--- src/inc/runtime_mon_pkg.sv ---
// constants and register indices for the runtime counter and
// fault log block
// assumes a 100 MHz core clock and 16-bit keypad parameter words
package runtime_mon_pkg;

  // --------------------------------------------------------------
  // parameter indices (keypad parameter numbers)
  // --------------------------------------------------------------
  localparam logic [9:0] IDX_ENC_COUNT = 10'd39;
  localparam logic [9:0] IDX_HRS_POWERED = 10'd42;
  localparam logic [9:0] IDX_HRS_ENABLED = 10'd43;
  localparam logic [9:0] IDX_ENERGY = 10'd44;
  localparam logic [9:0] IDX_FAN_HRS = 10'd45;
  localparam logic [9:0] IDX_ALARM = 10'd48;
  localparam logic [9:0] IDX_FAULT = 10'd49;
  localparam logic [9:0] IDX_HIST_BASE = 10'd50; // 4 words per entry
  localparam logic [9:0] IDX_HIST_LAST = 10'd89;
  localparam logic [9:0] IDX_SNAP_CURRENT = 10'd90;
  localparam logic [9:0] IDX_SNAP_BUS_V = 10'd91;
  localparam logic [9:0] IDX_SNAP_SPEED = 10'd92;
  localparam logic [9:0] IDX_SNAP_REF = 10'd93;
  localparam logic [9:0] IDX_SNAP_FREQ = 10'd94;
  localparam logic [9:0] IDX_SNAP_MOT_V = 10'd95;

  // --------------------------------------------------------------
  // limits and selector codes
  // --------------------------------------------------------------
  localparam logic [15:0] ENC_MAX = 16'h9C40; // 40000
  localparam logic [15:0] ENABLED_MAX = 16'hFFFF; // 6553.5 h in 0.1 h
  localparam logic [15:0] CODE_MAX = 16'h03E7; // 999
  localparam logic [7:0] AO_SEL_ENCODER = 8'h31; // code 49
  localparam logic [2:0] CLR_FAN = 3'h2;
  localparam logic [2:0] CLR_ENABLED = 3'h3;
  localparam logic [2:0] CLR_ENERGY = 3'h4;
  localparam int HIST_DEPTH = 10;
  localparam int HIST_WORDS = 4;

  // --------------------------------------------------------------
  // time base
  // --------------------------------------------------------------
  localparam int CLK_HZ = 100_000_000;
  localparam int SECONDS_PER_HOUR = 3600;
  localparam int SECONDS_PER_TENTH_HOUR = 360;
  // one hour and one tenth hour in core cycles, exceed 32 bits
  localparam longint CYC_PER_HOUR = longint'(CLK_HZ) * SECONDS_PER_HOUR;
  localparam longint CYC_PER_TENTH =
    longint'(CLK_HZ) * SECONDS_PER_TENTH_HOUR;
  // energy: power in 0.1 kW per cycle; 1 kWh = 10 * cycles per hour
  localparam longint ENERGY_UNITS_PER_KWH = 64'd10 * CYC_PER_HOUR;
  localparam logic [15:0] RESET_WORD = 16'h0000;

endpackage

--- src/hour_ticker.sv ---
// free running divider that pulses once every TICK_CYCLES while enabled
// assumes one core clock; count held when the gate is low
`timescale 1ns/100ps
`default_nettype none
module hour_ticker #(
  parameter longint TICK_CYCLES = 64'd360000000000
) (
  input wire logic core_clk_i,
  input wire logic nrst_i,
  input wire logic run_i,
  output logic tick_o
);
  import runtime_mon_pkg::*;

  logic [39:0] cnt_r; // cycles within the present interval

  // --------------------------------------------------------------
  // interval counter; partial time is kept while gated off
  // --------------------------------------------------------------
  always_ff @(posedge core_clk_i or negedge nrst_i) begin
    if (!nrst_i) begin
      cnt_r <= '0;
      tick_o <= 1'b0;
    end else if (run_i) begin
      if (cnt_r == 40'(TICK_CYCLES - 1)) begin
        cnt_r <= '0;
        tick_o <= 1'b1;
      end else begin
        cnt_r <= cnt_r + 40'd1;
        tick_o <= 1'b0;
      end
    end else begin
      tick_o <= 1'b0;
    end
  end
endmodule
`default_nettype wire

--- src/energy_integrator.sv ---
// integrates output power over time and pulses once per kilowatt-hour
// assumes power arrives in 0.1 kW units, sampled every core cycle
`timescale 1ns/100ps
`default_nettype none
module energy_integrator #(
  parameter longint UNITS_PER_KWH = 64'd3600000000000
) (
  input wire logic core_clk_i,
  input wire logic nrst_i,
  input wire logic [15:0] power_i,
  output logic kwh_tick_o
);
  import runtime_mon_pkg::*;

  logic [47:0] acc_r; // running energy below one kWh
  logic [47:0] acc_nxt;

  // --------------------------------------------------------------
  // accumulator; remainder carried so no energy is dropped
  // --------------------------------------------------------------
  always_comb begin
    acc_nxt = acc_r + {32'h0000_0000, power_i};
  end

  always_ff @(posedge core_clk_i or negedge nrst_i) begin
    if (!nrst_i) begin
      acc_r <= '0;
      kwh_tick_o <= 1'b0;
    end else if (acc_nxt >= 48'(UNITS_PER_KWH)) begin
      acc_r <= acc_nxt - 48'(UNITS_PER_KWH);
      kwh_tick_o <= 1'b1;
    end else begin
      acc_r <= acc_nxt;
      kwh_tick_o <= 1'b0;
    end
  end
endmodule
`default_nettype wire

--- src/runtime_counters_fault_log.sv ---
// runtime counters, encoder pulse count and fault history for a drive
// assumes live drive quantities and clock/date come from same-clock
// logic; encoder phases and undervoltage are pins and are synchronised
//
// What this block does
// encoder count up cw, down ccw, 0..40000
// analog output selector 49 routes encoder count
// powered hours counted, read-only 0..65535
// undervoltage onset requests a nonvolatile save of the four runtime counters
// enabled time in 0.1 h, wraps after 6553.5
// selector value 3 clears enabled time
// energy kWh counted, wraps after 65535
// selector value 4 clears energy
// fan hours counted, wraps after 65535
// selector value 2 clears fan hours
// present alarm and fault codes, 0..999
// new fault shifts ten-entry history, newest first
// day/month stamp shifts with entry
// two-digit year shifts with entry
// hour:minute time shifts with entry
// latch output current at last fault
// latch DC bus voltage at last fault
// latch motor speed at last fault
// latch speed reference at last fault
// latch output frequency at last fault
// latch motor voltage at last fault
// fault near power-up may hold invalid data
// whole fault record updates in one cycle
// energy ticks when integrated power crosses 1 kWh
`timescale 1ns/100ps
`default_nettype none
module runtime_counters_fault_log #(
  parameter longint CYC_HOUR = runtime_mon_pkg::CYC_PER_HOUR,
  parameter longint CYC_TENTH = runtime_mon_pkg::CYC_PER_TENTH,
  parameter longint UNITS_KWH = runtime_mon_pkg::ENERGY_UNITS_PER_KWH
) (
  input wire logic core_clk_i,
  input wire logic nrst_i,
  // keypad parameter read port
  input wire logic [9:0] param_idx_i,
  output logic [15:0] param_data_o,
  // counter reset selector write
  input wire logic clr_wr_i,
  input wire logic [2:0] counter_reset_selector_i,
  // retained values restored at power-up
  input wire logic restore_i,
  input wire logic [15:0] restore_powered_i,
  input wire logic [15:0] restore_enabled_i,
  input wire logic [15:0] restore_energy_i,
  input wire logic [15:0] restore_fan_i,
  // nonvolatile save request, one pulse per undervoltage onset
  input wire logic undervolt_i,
  output logic nv_save_o,
  // drive state
  input wire logic drive_enabled_i,
  input wire logic fan_running_i,
  input wire logic [15:0] output_power_i,
  // encoder phases (pins)
  input wire logic enc_a_i,
  input wire logic enc_b_i,
  // analog output selectors and their source words
  input wire logic [7:0] analog_out_a_select_i,
  input wire logic [7:0] analog_out_b_select_i,
  input wire logic [15:0] ao_a_src_i,
  input wire logic [15:0] ao_b_src_i,
  output logic [15:0] ao_a_o,
  output logic [15:0] ao_b_o,
  // alarms, faults and calendar
  input wire logic [15:0] alarm_code_i,
  input wire logic [15:0] fault_code_i,
  input wire logic fault_event_i,
  input wire logic [15:0] date_daymonth_i,
  input wire logic [15:0] date_year_i,
  input wire logic [15:0] time_hhmm_i,
  // live quantities for the snapshot
  input wire logic [15:0] live_current_i,
  input wire logic [15:0] live_bus_voltage_i,
  input wire logic [15:0] live_speed_i,
  input wire logic [15:0] live_reference_i,
  input wire logic [15:0] live_frequency_i,
  input wire logic [15:0] live_motor_voltage_i
);
  import runtime_mon_pkg::*;

  // --------------------------------------------------------------
  // declarations
  // --------------------------------------------------------------
  logic [15:0] enc_count_r; // encoder pulse count
  logic [15:0] hrs_powered_r; // whole powered hours
  logic [15:0] hrs_enabled_r; // enabled time, tenths of hour
  logic [15:0] energy_r; // whole kWh
  logic [15:0] fan_hrs_r; // whole fan hours
  logic [15:0] alarm_r; // present alarm code
  logic [15:0] fault_r; // present fault code
  // history: [entry][0 code,1 day/month,2 year,3 time]
  logic [15:0] hist_r [HIST_DEPTH][HIST_WORDS];
  logic [15:0] snap_r [6]; // snapshot at most recent fault
  logic [2:0] enc_a_s_r, enc_b_s_r; // sync stages plus previous
  logic [1:0] uv_s_r; // undervoltage sync
  logic uv_prev_r;
  logic tick_powered, tick_enabled, tick_fan, tick_kwh;
  logic enc_step, enc_up;
  logic [9:0] hist_off;

  // clamp a code to its printed 0..999 range
  function automatic logic [15:0] clamp_code(input logic [15:0] c);
    clamp_code = (c > CODE_MAX) ? CODE_MAX : c;
  endfunction

  // --------------------------------------------------------------
  // time bases
  // --------------------------------------------------------------
  hour_ticker #(.TICK_CYCLES(CYC_HOUR)) u_pwr_tick (
    .core_clk_i(core_clk_i),
    .nrst_i(nrst_i),
    .run_i(1'b1),
    .tick_o(tick_powered)
  );

  hour_ticker #(.TICK_CYCLES(CYC_TENTH)) u_en_tick (
    .core_clk_i(core_clk_i),
    .nrst_i(nrst_i),
    .run_i(drive_enabled_i),
    .tick_o(tick_enabled)
  );

  hour_ticker #(.TICK_CYCLES(CYC_HOUR)) u_fan_tick (
    .core_clk_i(core_clk_i),
    .nrst_i(nrst_i),
    .run_i(fan_running_i),
    .tick_o(tick_fan)
  );

  energy_integrator #(.UNITS_PER_KWH(UNITS_KWH)) u_energy (
    .core_clk_i(core_clk_i),
    .nrst_i(nrst_i),
    .power_i(output_power_i),
    .kwh_tick_o(tick_kwh)
  );

  // --------------------------------------------------------------
  // pin synchronisers; stage 0 is read only by stage 1
  // --------------------------------------------------------------
  always_ff @(posedge core_clk_i or negedge nrst_i) begin
    if (!nrst_i) begin
      enc_a_s_r <= '0;
      enc_b_s_r <= '0;
      uv_s_r <= '0;
      uv_prev_r <= 1'b0;
    end else begin
      enc_a_s_r <= {enc_a_s_r[1:0], enc_a_i};
      enc_b_s_r <= {enc_b_s_r[1:0], enc_b_i};
      uv_s_r <= {uv_s_r[0], undervolt_i};
      uv_prev_r <= uv_s_r[1];
    end
  end

  // count on rising edge of phase a; b high means counterclockwise
  assign enc_step = enc_a_s_r[1] & ~enc_a_s_r[2];
  assign enc_up = ~enc_b_s_r[1];

  // --------------------------------------------------------------
  // encoder pulse count, saturating at both ends
  // --------------------------------------------------------------
  always_ff @(posedge core_clk_i or negedge nrst_i) begin
    if (!nrst_i) begin
      enc_count_r <= RESET_WORD;
    end else if (enc_step) begin
      if (enc_up && enc_count_r < ENC_MAX) begin
        enc_count_r <= enc_count_r + 16'h0001;
      end else if (!enc_up && enc_count_r != 16'h0000) begin
        enc_count_r <= enc_count_r - 16'h0001;
      end
    end
  end

  // --------------------------------------------------------------
  // analog output routing, registered
  // --------------------------------------------------------------
  always_ff @(posedge core_clk_i or negedge nrst_i) begin
    if (!nrst_i) begin
      ao_a_o <= RESET_WORD;
      ao_b_o <= RESET_WORD;
    end else begin
      ao_a_o <= (analog_out_a_select_i == AO_SEL_ENCODER) ?
                enc_count_r : ao_a_src_i;
      ao_b_o <= (analog_out_b_select_i == AO_SEL_ENCODER) ?
                enc_count_r : ao_b_src_i;
    end
  end

  // --------------------------------------------------------------
  // powered hours; restore wins since it happens only at start-up
  // --------------------------------------------------------------
  always_ff @(posedge core_clk_i or negedge nrst_i) begin
    if (!nrst_i) begin
      hrs_powered_r <= RESET_WORD;
    end else if (restore_i) begin
      hrs_powered_r <= restore_powered_i;
    end else if (tick_powered) begin
      hrs_powered_r <= hrs_powered_r + 16'h0001;
    end
  end

  // --------------------------------------------------------------
  // enabled time in tenths; 16-bit wrap gives 6553.5 -> 0
  // --------------------------------------------------------------
  always_ff @(posedge core_clk_i or negedge nrst_i) begin
    if (!nrst_i) begin
      hrs_enabled_r <= RESET_WORD;
    end else if (restore_i) begin
      hrs_enabled_r <= restore_enabled_i;
    end else if (clr_wr_i && counter_reset_selector_i == CLR_ENABLED) begin
      hrs_enabled_r <= RESET_WORD;
    end else if (tick_enabled) begin
      hrs_enabled_r <= (hrs_enabled_r == ENABLED_MAX) ? RESET_WORD :
                       hrs_enabled_r + 16'h0001;
    end
  end

  // --------------------------------------------------------------
  // energy counter, wraps after 65535 kWh
  // --------------------------------------------------------------
  always_ff @(posedge core_clk_i or negedge nrst_i) begin
    if (!nrst_i) begin
      energy_r <= RESET_WORD;
    end else if (restore_i) begin
      energy_r <= restore_energy_i;
    end else if (clr_wr_i && counter_reset_selector_i == CLR_ENERGY) begin
      energy_r <= RESET_WORD;
    end else if (tick_kwh) begin
      energy_r <= energy_r + 16'h0001;
    end
  end

  // --------------------------------------------------------------
  // fan hours, wraps after 65535
  // --------------------------------------------------------------
  always_ff @(posedge core_clk_i or negedge nrst_i) begin
    if (!nrst_i) begin
      fan_hrs_r <= RESET_WORD;
    end else if (restore_i) begin
      fan_hrs_r <= restore_fan_i;
    end else if (clr_wr_i && counter_reset_selector_i == CLR_FAN) begin
      fan_hrs_r <= RESET_WORD;
    end else if (tick_fan) begin
      fan_hrs_r <= fan_hrs_r + 16'h0001;
    end
  end

  // --------------------------------------------------------------
  // save request on undervoltage onset; the store picks up all four
  // counters from the parameter port in the same window
  // --------------------------------------------------------------
  always_ff @(posedge core_clk_i or negedge nrst_i) begin
    if (!nrst_i) begin
      nv_save_o <= 1'b0;
    end else begin
      nv_save_o <= uv_s_r[1] & ~uv_prev_r;
    end
  end

  // --------------------------------------------------------------
  // present alarm and fault codes
  // --------------------------------------------------------------
  always_ff @(posedge core_clk_i or negedge nrst_i) begin
    if (!nrst_i) begin
      alarm_r <= RESET_WORD;
      fault_r <= RESET_WORD;
    end else begin
      alarm_r <= clamp_code(alarm_code_i);
      fault_r <= clamp_code(fault_code_i);
    end
  end

  // --------------------------------------------------------------
  // fault history shift; stamps travel with their code.
  // no qualification is done for a fault at power-up: its stamps
  // are whatever the calendar shows then, possibly not yet valid
  // --------------------------------------------------------------
  always_ff @(posedge core_clk_i or negedge nrst_i) begin
    if (!nrst_i) begin
      for (int e = 0; e < HIST_DEPTH; e++) begin
        for (int w = 0; w < HIST_WORDS; w++) begin
          hist_r[e][w] <= RESET_WORD;
        end
      end
    end else if (fault_event_i) begin
      for (int e = HIST_DEPTH - 1; e > 0; e--) begin
        for (int w = 0; w < HIST_WORDS; w++) begin
          hist_r[e][w] <= hist_r[e-1][w];
        end
      end
      hist_r[0][0] <= clamp_code(fault_code_i);
      hist_r[0][1] <= date_daymonth_i;
      hist_r[0][2] <= date_year_i;
      hist_r[0][3] <= time_hhmm_i;
    end
  end

  // --------------------------------------------------------------
  // snapshot of drive quantities, same cycle as the history shift
  // --------------------------------------------------------------
  always_ff @(posedge core_clk_i or negedge nrst_i) begin
    if (!nrst_i) begin
      for (int i = 0; i < 6; i++) begin
        snap_r[i] <= RESET_WORD;
      end
    end else if (fault_event_i) begin
      snap_r[0] <= live_current_i;
      snap_r[1] <= live_bus_voltage_i;
      snap_r[2] <= live_speed_i;
      snap_r[3] <= live_reference_i;
      snap_r[4] <= live_frequency_i;
      snap_r[5] <= live_motor_voltage_i;
    end
  end

  // --------------------------------------------------------------
  // parameter read mux, registered; unknown indices read zero
  // --------------------------------------------------------------
  assign hist_off = param_idx_i - IDX_HIST_BASE;

  always_ff @(posedge core_clk_i or negedge nrst_i) begin
    if (!nrst_i) begin
      param_data_o <= RESET_WORD;
    end else if (param_idx_i >= IDX_HIST_BASE &&
                 param_idx_i <= IDX_HIST_LAST) begin
      param_data_o <= hist_r[hist_off[5:2]][hist_off[1:0]];
    end else begin
      unique case (param_idx_i)
        IDX_ENC_COUNT: param_data_o <= enc_count_r;
        IDX_HRS_POWERED: param_data_o <= hrs_powered_r;
        IDX_HRS_ENABLED: param_data_o <= hrs_enabled_r;
        IDX_ENERGY: param_data_o <= energy_r;
        IDX_FAN_HRS: param_data_o <= fan_hrs_r;
        IDX_ALARM: param_data_o <= alarm_r;
        IDX_FAULT: param_data_o <= fault_r;
        IDX_SNAP_CURRENT: param_data_o <= snap_r[0];
        IDX_SNAP_BUS_V: param_data_o <= snap_r[1];
        IDX_SNAP_SPEED: param_data_o <= snap_r[2];
        IDX_SNAP_REF: param_data_o <= snap_r[3];
        IDX_SNAP_FREQ: param_data_o <= snap_r[4];
        IDX_SNAP_MOT_V: param_data_o <= snap_r[5];
        default: param_data_o <= RESET_WORD;
      endcase
    end
  end
endmodule
`default_nettype wire

--- config.mk ---
export PLATFORM = sky130hd
export DESIGN_NAME = runtime_counters_fault_log
export DESIGN_NICKNAME = d
export VERILOG_FILES = /design/src/inc/runtime_mon_pkg.sv /design/src/hour_ticker.sv /design/src/energy_integrator.sv /design/src/runtime_counters_fault_log.sv
export SDC_FILE = /design/constraint.sdc
export NUM_CORES = 2
export LEC_CHECK = 0
export ABC_AREA = 0
export BUFFER_PORTS_ARGS = -buffer_cell sky130_fd_sc_hd__buf_4
export CAP_MARGIN = 20
export CORE_ASPECT_RATIO = 1.4
export CORE_MARGIN = 3
export CORE_UTILIZATION = 51
export CTS_CLUSTER_SIZE = 10
export DETAILED_ROUTE_END_ITERATION = 8
export PLACE_DENSITY = 0.81
export SLEW_MARGIN = 20
export SYNTH_ARGS = -nofsm -noshare
export SYNTH_HDL_FRONTEND = slang
export SYNTH_SLANG_ARGS = --single-unit
--- constraint.sdc ---
create_clock -name core_clk_i -period 10.7 [get_ports core_clk_i]
set_clock_uncertainty 0.15 [all_clocks]
set_input_delay 1.605 -clock core_clk_i [delete_from_list [all_inputs] [get_ports core_clk_i]]
set_output_delay 1.605 -clock core_clk_i [all_outputs]
set_load 0.02 [all_outputs]
After elaboration in Yosys (flattened, before gate mapping)
Cells that the tools add are included.
Word-level totals
  register bits after elaboration: 1077
  latch bits: 0
  RAM bits: 0
  memory bits (read-only): 0
  input port bits: 327
  output and inout bits: 49
  word-level logic and storage cells: 167
  memories kept: 0
Operators by class
  add/subtract/negate cells: 12
  $mul: 0
  divide/modulo/power cells: 0
  order comparisons: 8
  equality and inequality tests: 22
  shift operators: 0
  muxes and demuxes: 36
  bitwise gates (word level): 7
  reductions and logical operators: 13
Operators by type and width (count)
  2-to-1 mux 16 bit: 21
  binary-select mux 64 bit (select 4 bit): 1
  one-hot mux 16 bit (13 select lines): 1
  2-to-1 mux 64 bit: 2
  adder 40 x 1 -> 40 bit, second input constant: 3
  2-to-1 mux 40 bit: 3
  adder 16 x 1 -> 16 bit, second input constant: 5
  equality test 40 x 39 -> 1 bit, second input constant: 2
  equality test 10 x 6 -> 1 bit, second input constant: 7
  equality test 10 x 7 -> 1 bit, second input constant: 6
  adder 48 x 16 -> 48 bit: 1
  greater-or-equal comparator 48 x 42 -> 1 bit, second input constant: 1
  2-to-1 mux 48 bit: 1
  subtractor 48 x 42 -> 48 bit, second input constant: 1
  equality test 40 x 36 -> 1 bit, second input constant: 1
  binary-select mux 16 bit (select 2 bit): 1
  > comparator 16 x 10 -> 1 bit, second input constant: 2
  equality test 16 bit, second input constant: 1
  equality test 8 x 6 -> 1 bit, second input constant: 2
  < comparator 16 bit, second input constant: 1
  nonzero test 16 bit: 1
  subtractor 16 x 1 -> 16 bit, second input constant: 1
  greater-or-equal comparator 10 x 6 -> 1 bit, second input constant: 1
  less-or-equal comparator 10 x 7 -> 1 bit, second input constant: 1
  other kinds (14): 31

Longest topological paths before layout
  word-level depth: 9
  gate-level depth with buffers: 17
  depth with buffers taken out: 17

Cells and area by module
A second synthesis with hierarchy kept.
Unflattened totals
  cells, all modules: 4180
  area total of the unflattened synthesis: 52873.2 um^2
By module, submodules not included
  runtime_counters_fault_log: times used 1, cells each 3045, area each 42308.1 um^2, sequential area each 22646.7 um^2
  hour_ticker (u_fan_tick ...): times used 2, cells each 221, area each 2135.8 um^2, sequential area each 1026.0 um^2
  energy_integrator: times used 1, cells each 477, area each 4077.7 um^2, sequential area each 1226.2 um^2
  hour_ticker (u_en_tick): times used 1, cells each 216, area each 2215.9 um^2, sequential area each 1026.0 um^2

Least setup slack after synthesis
OpenSTA, ideal clock, no wires.
  path type: input-to-reg
  from: input param_idx_i[1]
  to: register param_data_o[6]
  library setup time: 0.126 ns
  data arrival time: 5.491 ns
  required time: 10.424 ns
  slack: 4.933 ns
  stages: 13
  buffers on the path: 7
  cell sequence: buf_1 inv_1 clkbuf_1 ha_1 clkbuf_1 buf_1 buf_2 clkbuf_1 buf_1 mux4_2 mux2i_1 o22ai_1 a221o_1
Between the ends
  cells in the longest elaborated chain, start to end: 9
  elaborated cells on any way between the ends: 27
  classes of those cells: add/sub: 1; order compare: 2; eq/ne: 13; mux: 8; bitwise: 2; reduce/logical: 1
Ends and longest elaborated chain
  start: declaration: RTL line runtime_counters_fault_log.sv:40  | input wire logic [9:0] param_idx_i,
  subtractor 6 bit: RTL line runtime_counters_fault_log.sv:322  | assign hist_off = param_idx_i - IDX_HIST_BASE;
  NOT 4 -> 5 bit (not written as such): RTL line runtime_counters_fault_log.sv:329  | param_data_o <= hist_r[hist_off[5:2]][hist_off[1:0]];
  binary-select mux 64 bit (select 4 bit): RTL line runtime_counters_fault_log.sv:329
  2-to-1 mux 64 bit (not written as such) (2 in a row): RTL line runtime_counters_fault_log.sv:329
  binary-select mux 16 bit (select 2 bit): RTL line runtime_counters_fault_log.sv:329
  2-to-1 mux 16 bit (not written as such) (2 in a row): RTL line runtime_counters_fault_log.sv:329
  2-to-1 mux 16 bit *: RTL line runtime_counters_fault_log.sv:327  | end else if (param_idx_i >= IDX_HIST_BASE &&
  end signal: assignment: RTL line runtime_counters_fault_log.sv:329
  end signal: assignment: RTL line runtime_counters_fault_log.sv:332  | IDX_ENC_COUNT: param_data_o <= enc_count_r;
  end signal: assignment: RTL line runtime_counters_fault_log.sv:333  | IDX_HRS_POWERED: param_data_o <= hrs_powered_r;
  end: declaration: RTL line runtime_counters_fault_log.sv:41  | output logic [15:0] param_data_o,
Mark *: on every way between the ends. The rest lies on a longest branch, timed or not. The select of a mux whose other input is x is not followed.
A chain may end at the register's enable or synchronous reset.

Final worst setup path
  from: input output_power_i[0]
  to: register u_energy.acc_r[32]
Between the ends
  cells in the longest elaborated chain, start to end: 3
  elaborated cells on any way between the ends: 4
  classes of those cells: add/sub: 2; order compare: 1; mux: 1
Ends and longest elaborated chain
  start: declaration: RTL line runtime_counters_fault_log.sv:57  | input wire logic [15:0] output_power_i,
  adder 48 x 16 -> 48 bit *: RTL line energy_integrator.sv:22  | acc_nxt = acc_r + {32'h0000_0000, power_i};
  subtractor 48 x 42 -> 48 bit / greater-or-equal comparator 48 x 42 -> 1 bit (equally long branches): RTL line energy_integrator.sv:30, energy_integrator.sv:29
  2-to-1 mux 48 bit *: RTL line energy_integrator.sv:29  | end else if (acc_nxt >= 48'(UNITS_PER_KWH)) begin
  end signal: assignment: RTL line energy_integrator.sv:30  | acc_r <= acc_nxt - 48'(UNITS_PER_KWH);
  end signal: assignment: RTL line energy_integrator.sv:33  | acc_r <= acc_nxt;
  end: declaration: RTL line energy_integrator.sv:15  | logic [47:0] acc_r;
Mark *: on every way between the ends. The rest lies on a longest branch, timed or not.

==> results_tabular.tex <==
\begin{tabular}{lr}
\hline
Metric & Value \\
\hline
\multicolumn{2}{l}{\textbf{GRT}} \\
Wire length of the first global-routing pass & 206000 um \\
Pin count of the biggest net entering global routing & 186 \\
Global route overflow & 0 \\
Number of global-route vias before repair & 35500 \\
Total track usage & 25.2\% \\
Antenna violations before repair & 4 \\
\multicolumn{2}{l}{\textbf{Die}} \\
Initial core utilization & 51.7\% \\
Die outline area & 104000 um2 \\
Die H & 381 um \\
\# rows & 136 \\
Core ar. & 98900 um2 \\
I/O pin cnt & 376 \\
Die width & 274 um \\
\multicolumn{2}{l}{\textbf{Setup path}} \\
Worst reg-to-reg path cell count & 16 \\
Critical path, cell by cell & buf\_4, ha\_1, fa\_1, a211oi\_1, o211ai\_1, a211oi\_1, nor4\_1, buf\_4, or2\_1, a2111oi\_0, o22ai\_1, o21ai\_1, o211ai\_2, a21oi\_2, inv\_2, and3\_1, xor2\_1 \\
Type of element capturing the critical path & flop \\
FF-to-FF setup slack & 5020 ps \\
Maximum single-stage delay on the critical path & 650 ps \\
Slowest library cell on the worst path & sky130\_fd\_sc\_hd\_\_a21oi\_2 \\
Arrival time at the worst endpoint & 6760 ps \\
R2r startpoint & u\_energy.acc\_r[0]\$\_DFF\_PN0\_ \\
Type of origin of the critical path & input pin \\
Data required time of the critical path & 11130 ps \\
Type of the worst setup path & input pin to flop \\
Critical R2R Capture & u\_energy.acc\_r[32]\$\_DFF\_PN0\_ \\
Max FO, Critical Path & 22 \\
\multicolumn{2}{l}{\textbf{Clock tree}} \\
Root Buffer Master & sky130\_fd\_sc\_hd\_\_clkbuf\_16 \\
Total number of clock tree sinks & 1077 \\
Clock transition at the register clock pins on the worst setup and hold paths after CTS & 60 ps \\
Count of buffers added by post-CTS timing repair for setup & 0 \\
Clock H-tree levels & 3 \\
Hold\_buf cts & 0 \\
Max Root-Sink Buffers & 3 \\
Post-cts repair resize count & 0 \\
CTS buffer count & 120 \\
TritonCTS clock tree & built \\
Source-to-sink clock delay at the later pin of the worst-skew pair & 720 ps \\
\multicolumn{2}{l}{\textbf{Yosys}} \\
Flip-flop and latch count after synthesis & 1077 \\
Most instantiated library cell after synthesis & sky130\_fd\_sc\_hd\_\_dfrtp\_1 \\
Cell type contributing the most total cell area after synthesis & sky130\_fd\_sc\_hd\_\_dfrtp\_1 \\
Seq/Total Area, Yosys & 52.7\% \\
Most instantiated cells after synthesis & sky130\_fd\_sc\_hd\_\_dfrtp\_1, sky130\_fd\_sc\_hd\_\_mux2\_2, sky130\_fd\_sc\_hd\_\_nand2\_1 \\
Count of warnings emitted by yosys & 0 \\
Number of enable flip-flop cells after synthesis & 0 \\
Post-synthesis instance area & 51100 um2 \\
Share of async-settable or async-resettable flops after synthesis & 100\% \\
Average cell area after synthesis & 13.0 um2 \\
Most common flop cell mapped by yosys & sky130\_fd\_sc\_hd\_\_dfrtp\_1 \\
Count of distinct cell types in the synthesized netlist & 84 \\
Instance count of the mapped netlist & 3939 \\
Cells taking the most area after synthesis & sky130\_fd\_sc\_hd\_\_dfrtp\_1, sky130\_fd\_sc\_hd\_\_mux2\_2, sky130\_fd\_sc\_hd\_\_mux4\_2 \\
Share of Yosys cell area claimed by the top area cell type & 52.7\% \\
\multicolumn{2}{l}{\textbf{Worst hold path}} \\
Endpoint of the worst hold-timing path & enc\_b\_s\_r[1]\$\_DFF\_PN0\_ \\
Launch instance of the worst min-delay path & enc\_b\_s\_r[0]\$\_DFF\_PN0\_ \\
Hold Crit Class & flop to flop \\
Count of cells along the worst hold path & 0 \\
\multicolumn{2}{l}{\textbf{Power and ir drop}} \\
Register share of total power & 47.3\% \\
Logic gate share of total power & 21.4\% \\
Int Pwr & 8.23 mW \\
Worst vdd rail ir drop & 0.148 mV \\
Switching power total & 3.31 mW \\
Static Leakage & 24.7 nW \\
Clock power share & 31.3\% \\
Switching part of the total & 28.7\% \\
PD cells & 197 nW/um2 \\
\multicolumn{2}{l}{\textbf{Layout}} \\
Final \#Nets & 4644 \\
FILL cells & 7638 \\
Ratio of cells with drive above 1 in the final layout & 36.0\% \\
Area delta synth->final & 14.6\% \\
Final cell count without fillers & 5616 \\
\multicolumn{2}{l}{\textbf{Route}} \\
DRT antenna net count & 0 \\
Final routed DRC violation total & 0 \\
TritonRoute pass-1 iters & 7 \\
Total vias in the final route & 34000 \\
Total wirelength of the detailed-routed design & 130000 um \\
Routed wire per std cell & 23.2 um \\
Detailed Route Iter0 Violations & 2884 \\
Routed via count divided by cell count & 6.05 \\
\multicolumn{2}{l}{\textbf{STA}} \\
Setup TNS & 0 ps \\
Setup repair after global routing missed its margin & false \\
Final setup violating endpoints & 0 \\
FMAX & 158 MHz \\
Max-slew headroom & 27.0\% \\
Max Transition Viols Final & 0 \\
Clock period minus final worst setup slack & 6330 ps \\
Pin slew with the least headroom to its limit & 1100 ps \\
Final Hold Fails & 0 \\
Crit share post-route & 59.2\% \\
\multicolumn{2}{l}{\textbf{Run}} \\
Max-cap check violation count & 0 \\
\multicolumn{2}{l}{\textbf{Outcome}} \\
Run status & finished clean \\
\multicolumn{2}{l}{\textbf{Placement}} \\
Count of buffers from port buffering & 375 \\
Number of cells in the design after placement & 5464 \\
RD Place Congestion & 0.930 \\
DPL Wire Length & 89900 um \\
\hline
\end{tabular}
## cell families after synthesis
| family | share of synthesized area, % |
|---|---|
| and+or+nand+nor | 8.32 |
| buffers and inverters | 1.87 |
| xor gates and xnor gates | 3.72 |
| AOI/OAI and AO/OA | 5.69 |
| DFF | 52.7 |
| adders and majority gates | 1.03 |
| other | 0.00734 |
| muxes | 26.6 |
## placed cells by master (no fill, tap or decap), types with 15 or more instances in the layout
master / count
sky130_fd_sc_hd__nor4_1: 27
sky130_fd_sc_hd__nor3_1: 37
sky130_fd_sc_hd__nand2_1: 241
sky130_fd_sc_hd__nor2b_1: 27
sky130_fd_sc_hd__o22ai_1: 18
sky130_fd_sc_hd__inv_1: 37
sky130_fd_sc_hd__nor2_1: 179
sky130_fd_sc_hd__or3_1: 15
sky130_fd_sc_hd__buf_4: 400
sky130_fd_sc_hd__xor2_1: 97
sky130_fd_sc_hd__a221oi_1: 27
sky130_fd_sc_hd__dfrtp_1: 1077
sky130_fd_sc_hd__nand4_1: 62
sky130_fd_sc_hd__mux4_2: 182
sky130_fd_sc_hd__a22oi_1: 19
sky130_fd_sc_hd__mux2i_1: 79
sky130_fd_sc_hd__ha_1: 38
sky130_fd_sc_hd__and3_1: 40
sky130_fd_sc_hd__or2_2: 15
sky130_fd_sc_hd__xnor2_1: 117
sky130_fd_sc_hd__mux2_2: 773
sky130_fd_sc_hd__a21oi_1: 123
sky130_fd_sc_hd__clkbuf_16: 122
sky130_fd_sc_hd__o21ai_0: 151
sky130_fd_sc_hd__nand3_1: 125
## sequential cells by signal, summed over array words and instances (netlist names), 40 cells and up
signal            count
hist_r              640
snap_r               96
u_en_tick.cnt_r      40
u_energy.acc_r       48
u_fan_tick.cnt_r     40
u_pwr_tick.cnt_r     40
## metal layers
metal | up-vias | GRT usage, % | share of wire, %
li1 | 15100 | - | -
met1 | 17500 | 32.8 | 40
met2 | 1126 | 41.7 | 49
met3 | 234 | 4.80 | 6.9
met4 | 2 | 9.99 | 3.9
met5 | - | 0 | 0.0069
## final cells by class
class                   count  area (um2)  share of cell area [%]
flip-flops and latches   1077       27000                    46.0
clock buffers             140        3160                    5.40
diodes                      4        10.0                  0.0171
well taps                1311        1640                    2.80
repair buffers            411        3210                    5.49
clock inverters             7        87.6                   0.150
multi-input cells        2627       23300                    39.8
inverters                  39         146                   0.250
## metrics by stage
step / hold WS, ps / power (mW) / worst slack [ps] / area, um2 / util [%]
after global placement: 182 / 7.82 / 3840 / 55300 / 55.9
after CTS: 197 / 11.6 / 4500 / 58500 / 59.2
after floorplan: 181 / 7.14 / 4930 / 51100 / -
after global routing: 202 / 12.1 / 3970 / 58500 / 59.2
final: 199 / 11.5 / 4370 / 58500 / 59.2
after detailed placement: 187 / 7.96 / 3820 / 55300 / 55.9
## worst max path at each step
stage,startpoint,endpoint,slack (ps),cells past startpoint
2_1_floorplan,param_idx_i[1],param_data_o[6]$_DFF_PN0_,4930,13
3_3_place_gp,output_power_i[0],u_energy.acc_r[32]$_DFF_PN0_,3840,17
3_5_place_dp,output_power_i[0],u_energy.acc_r[32]$_DFF_PN0_,3820,17
4_1_cts,output_power_i[0],u_energy.acc_r[32]$_DFF_PN0_,4500,17
5_1_grt,output_power_i[0],u_energy.acc_r[32]$_DFF_PN0_,3970,17
6_report,output_power_i[0],u_energy.acc_r[32]$_DFF_PN0_,4370,17
## worst max-delay path, delay by kind of cell
kind / cells / cell delay [ps]
buffers and inverters: 3 / 710
AND/OR/NAND/NOR: 3 / 640
XOR/XNOR: 1 / 130
adder cells (fa/ha/maj): 2 / 680
AO/OA/AOI/OAI: 8 / 2980
## power groups by stage
| stage | Combinational (mW) | Sequential [mW] | Clock [mW] |
|---|---|---|---|
| 2_1_floorplan | 1.90 | 5.24 | 0 |
| 3_3_place_gp | 2.37 | 5.45 | 0 |
| 3_5_place_dp | 2.46 | 5.51 | 0 |
| 4_1_cts | 2.48 | 5.45 | 3.69 |
| 5_1_grt | 2.71 | 5.56 | 3.85 |
| 6_report | 2.47 | 5.46 | 3.61 |
Note: power is estimated with default switching activity, not from simulation.
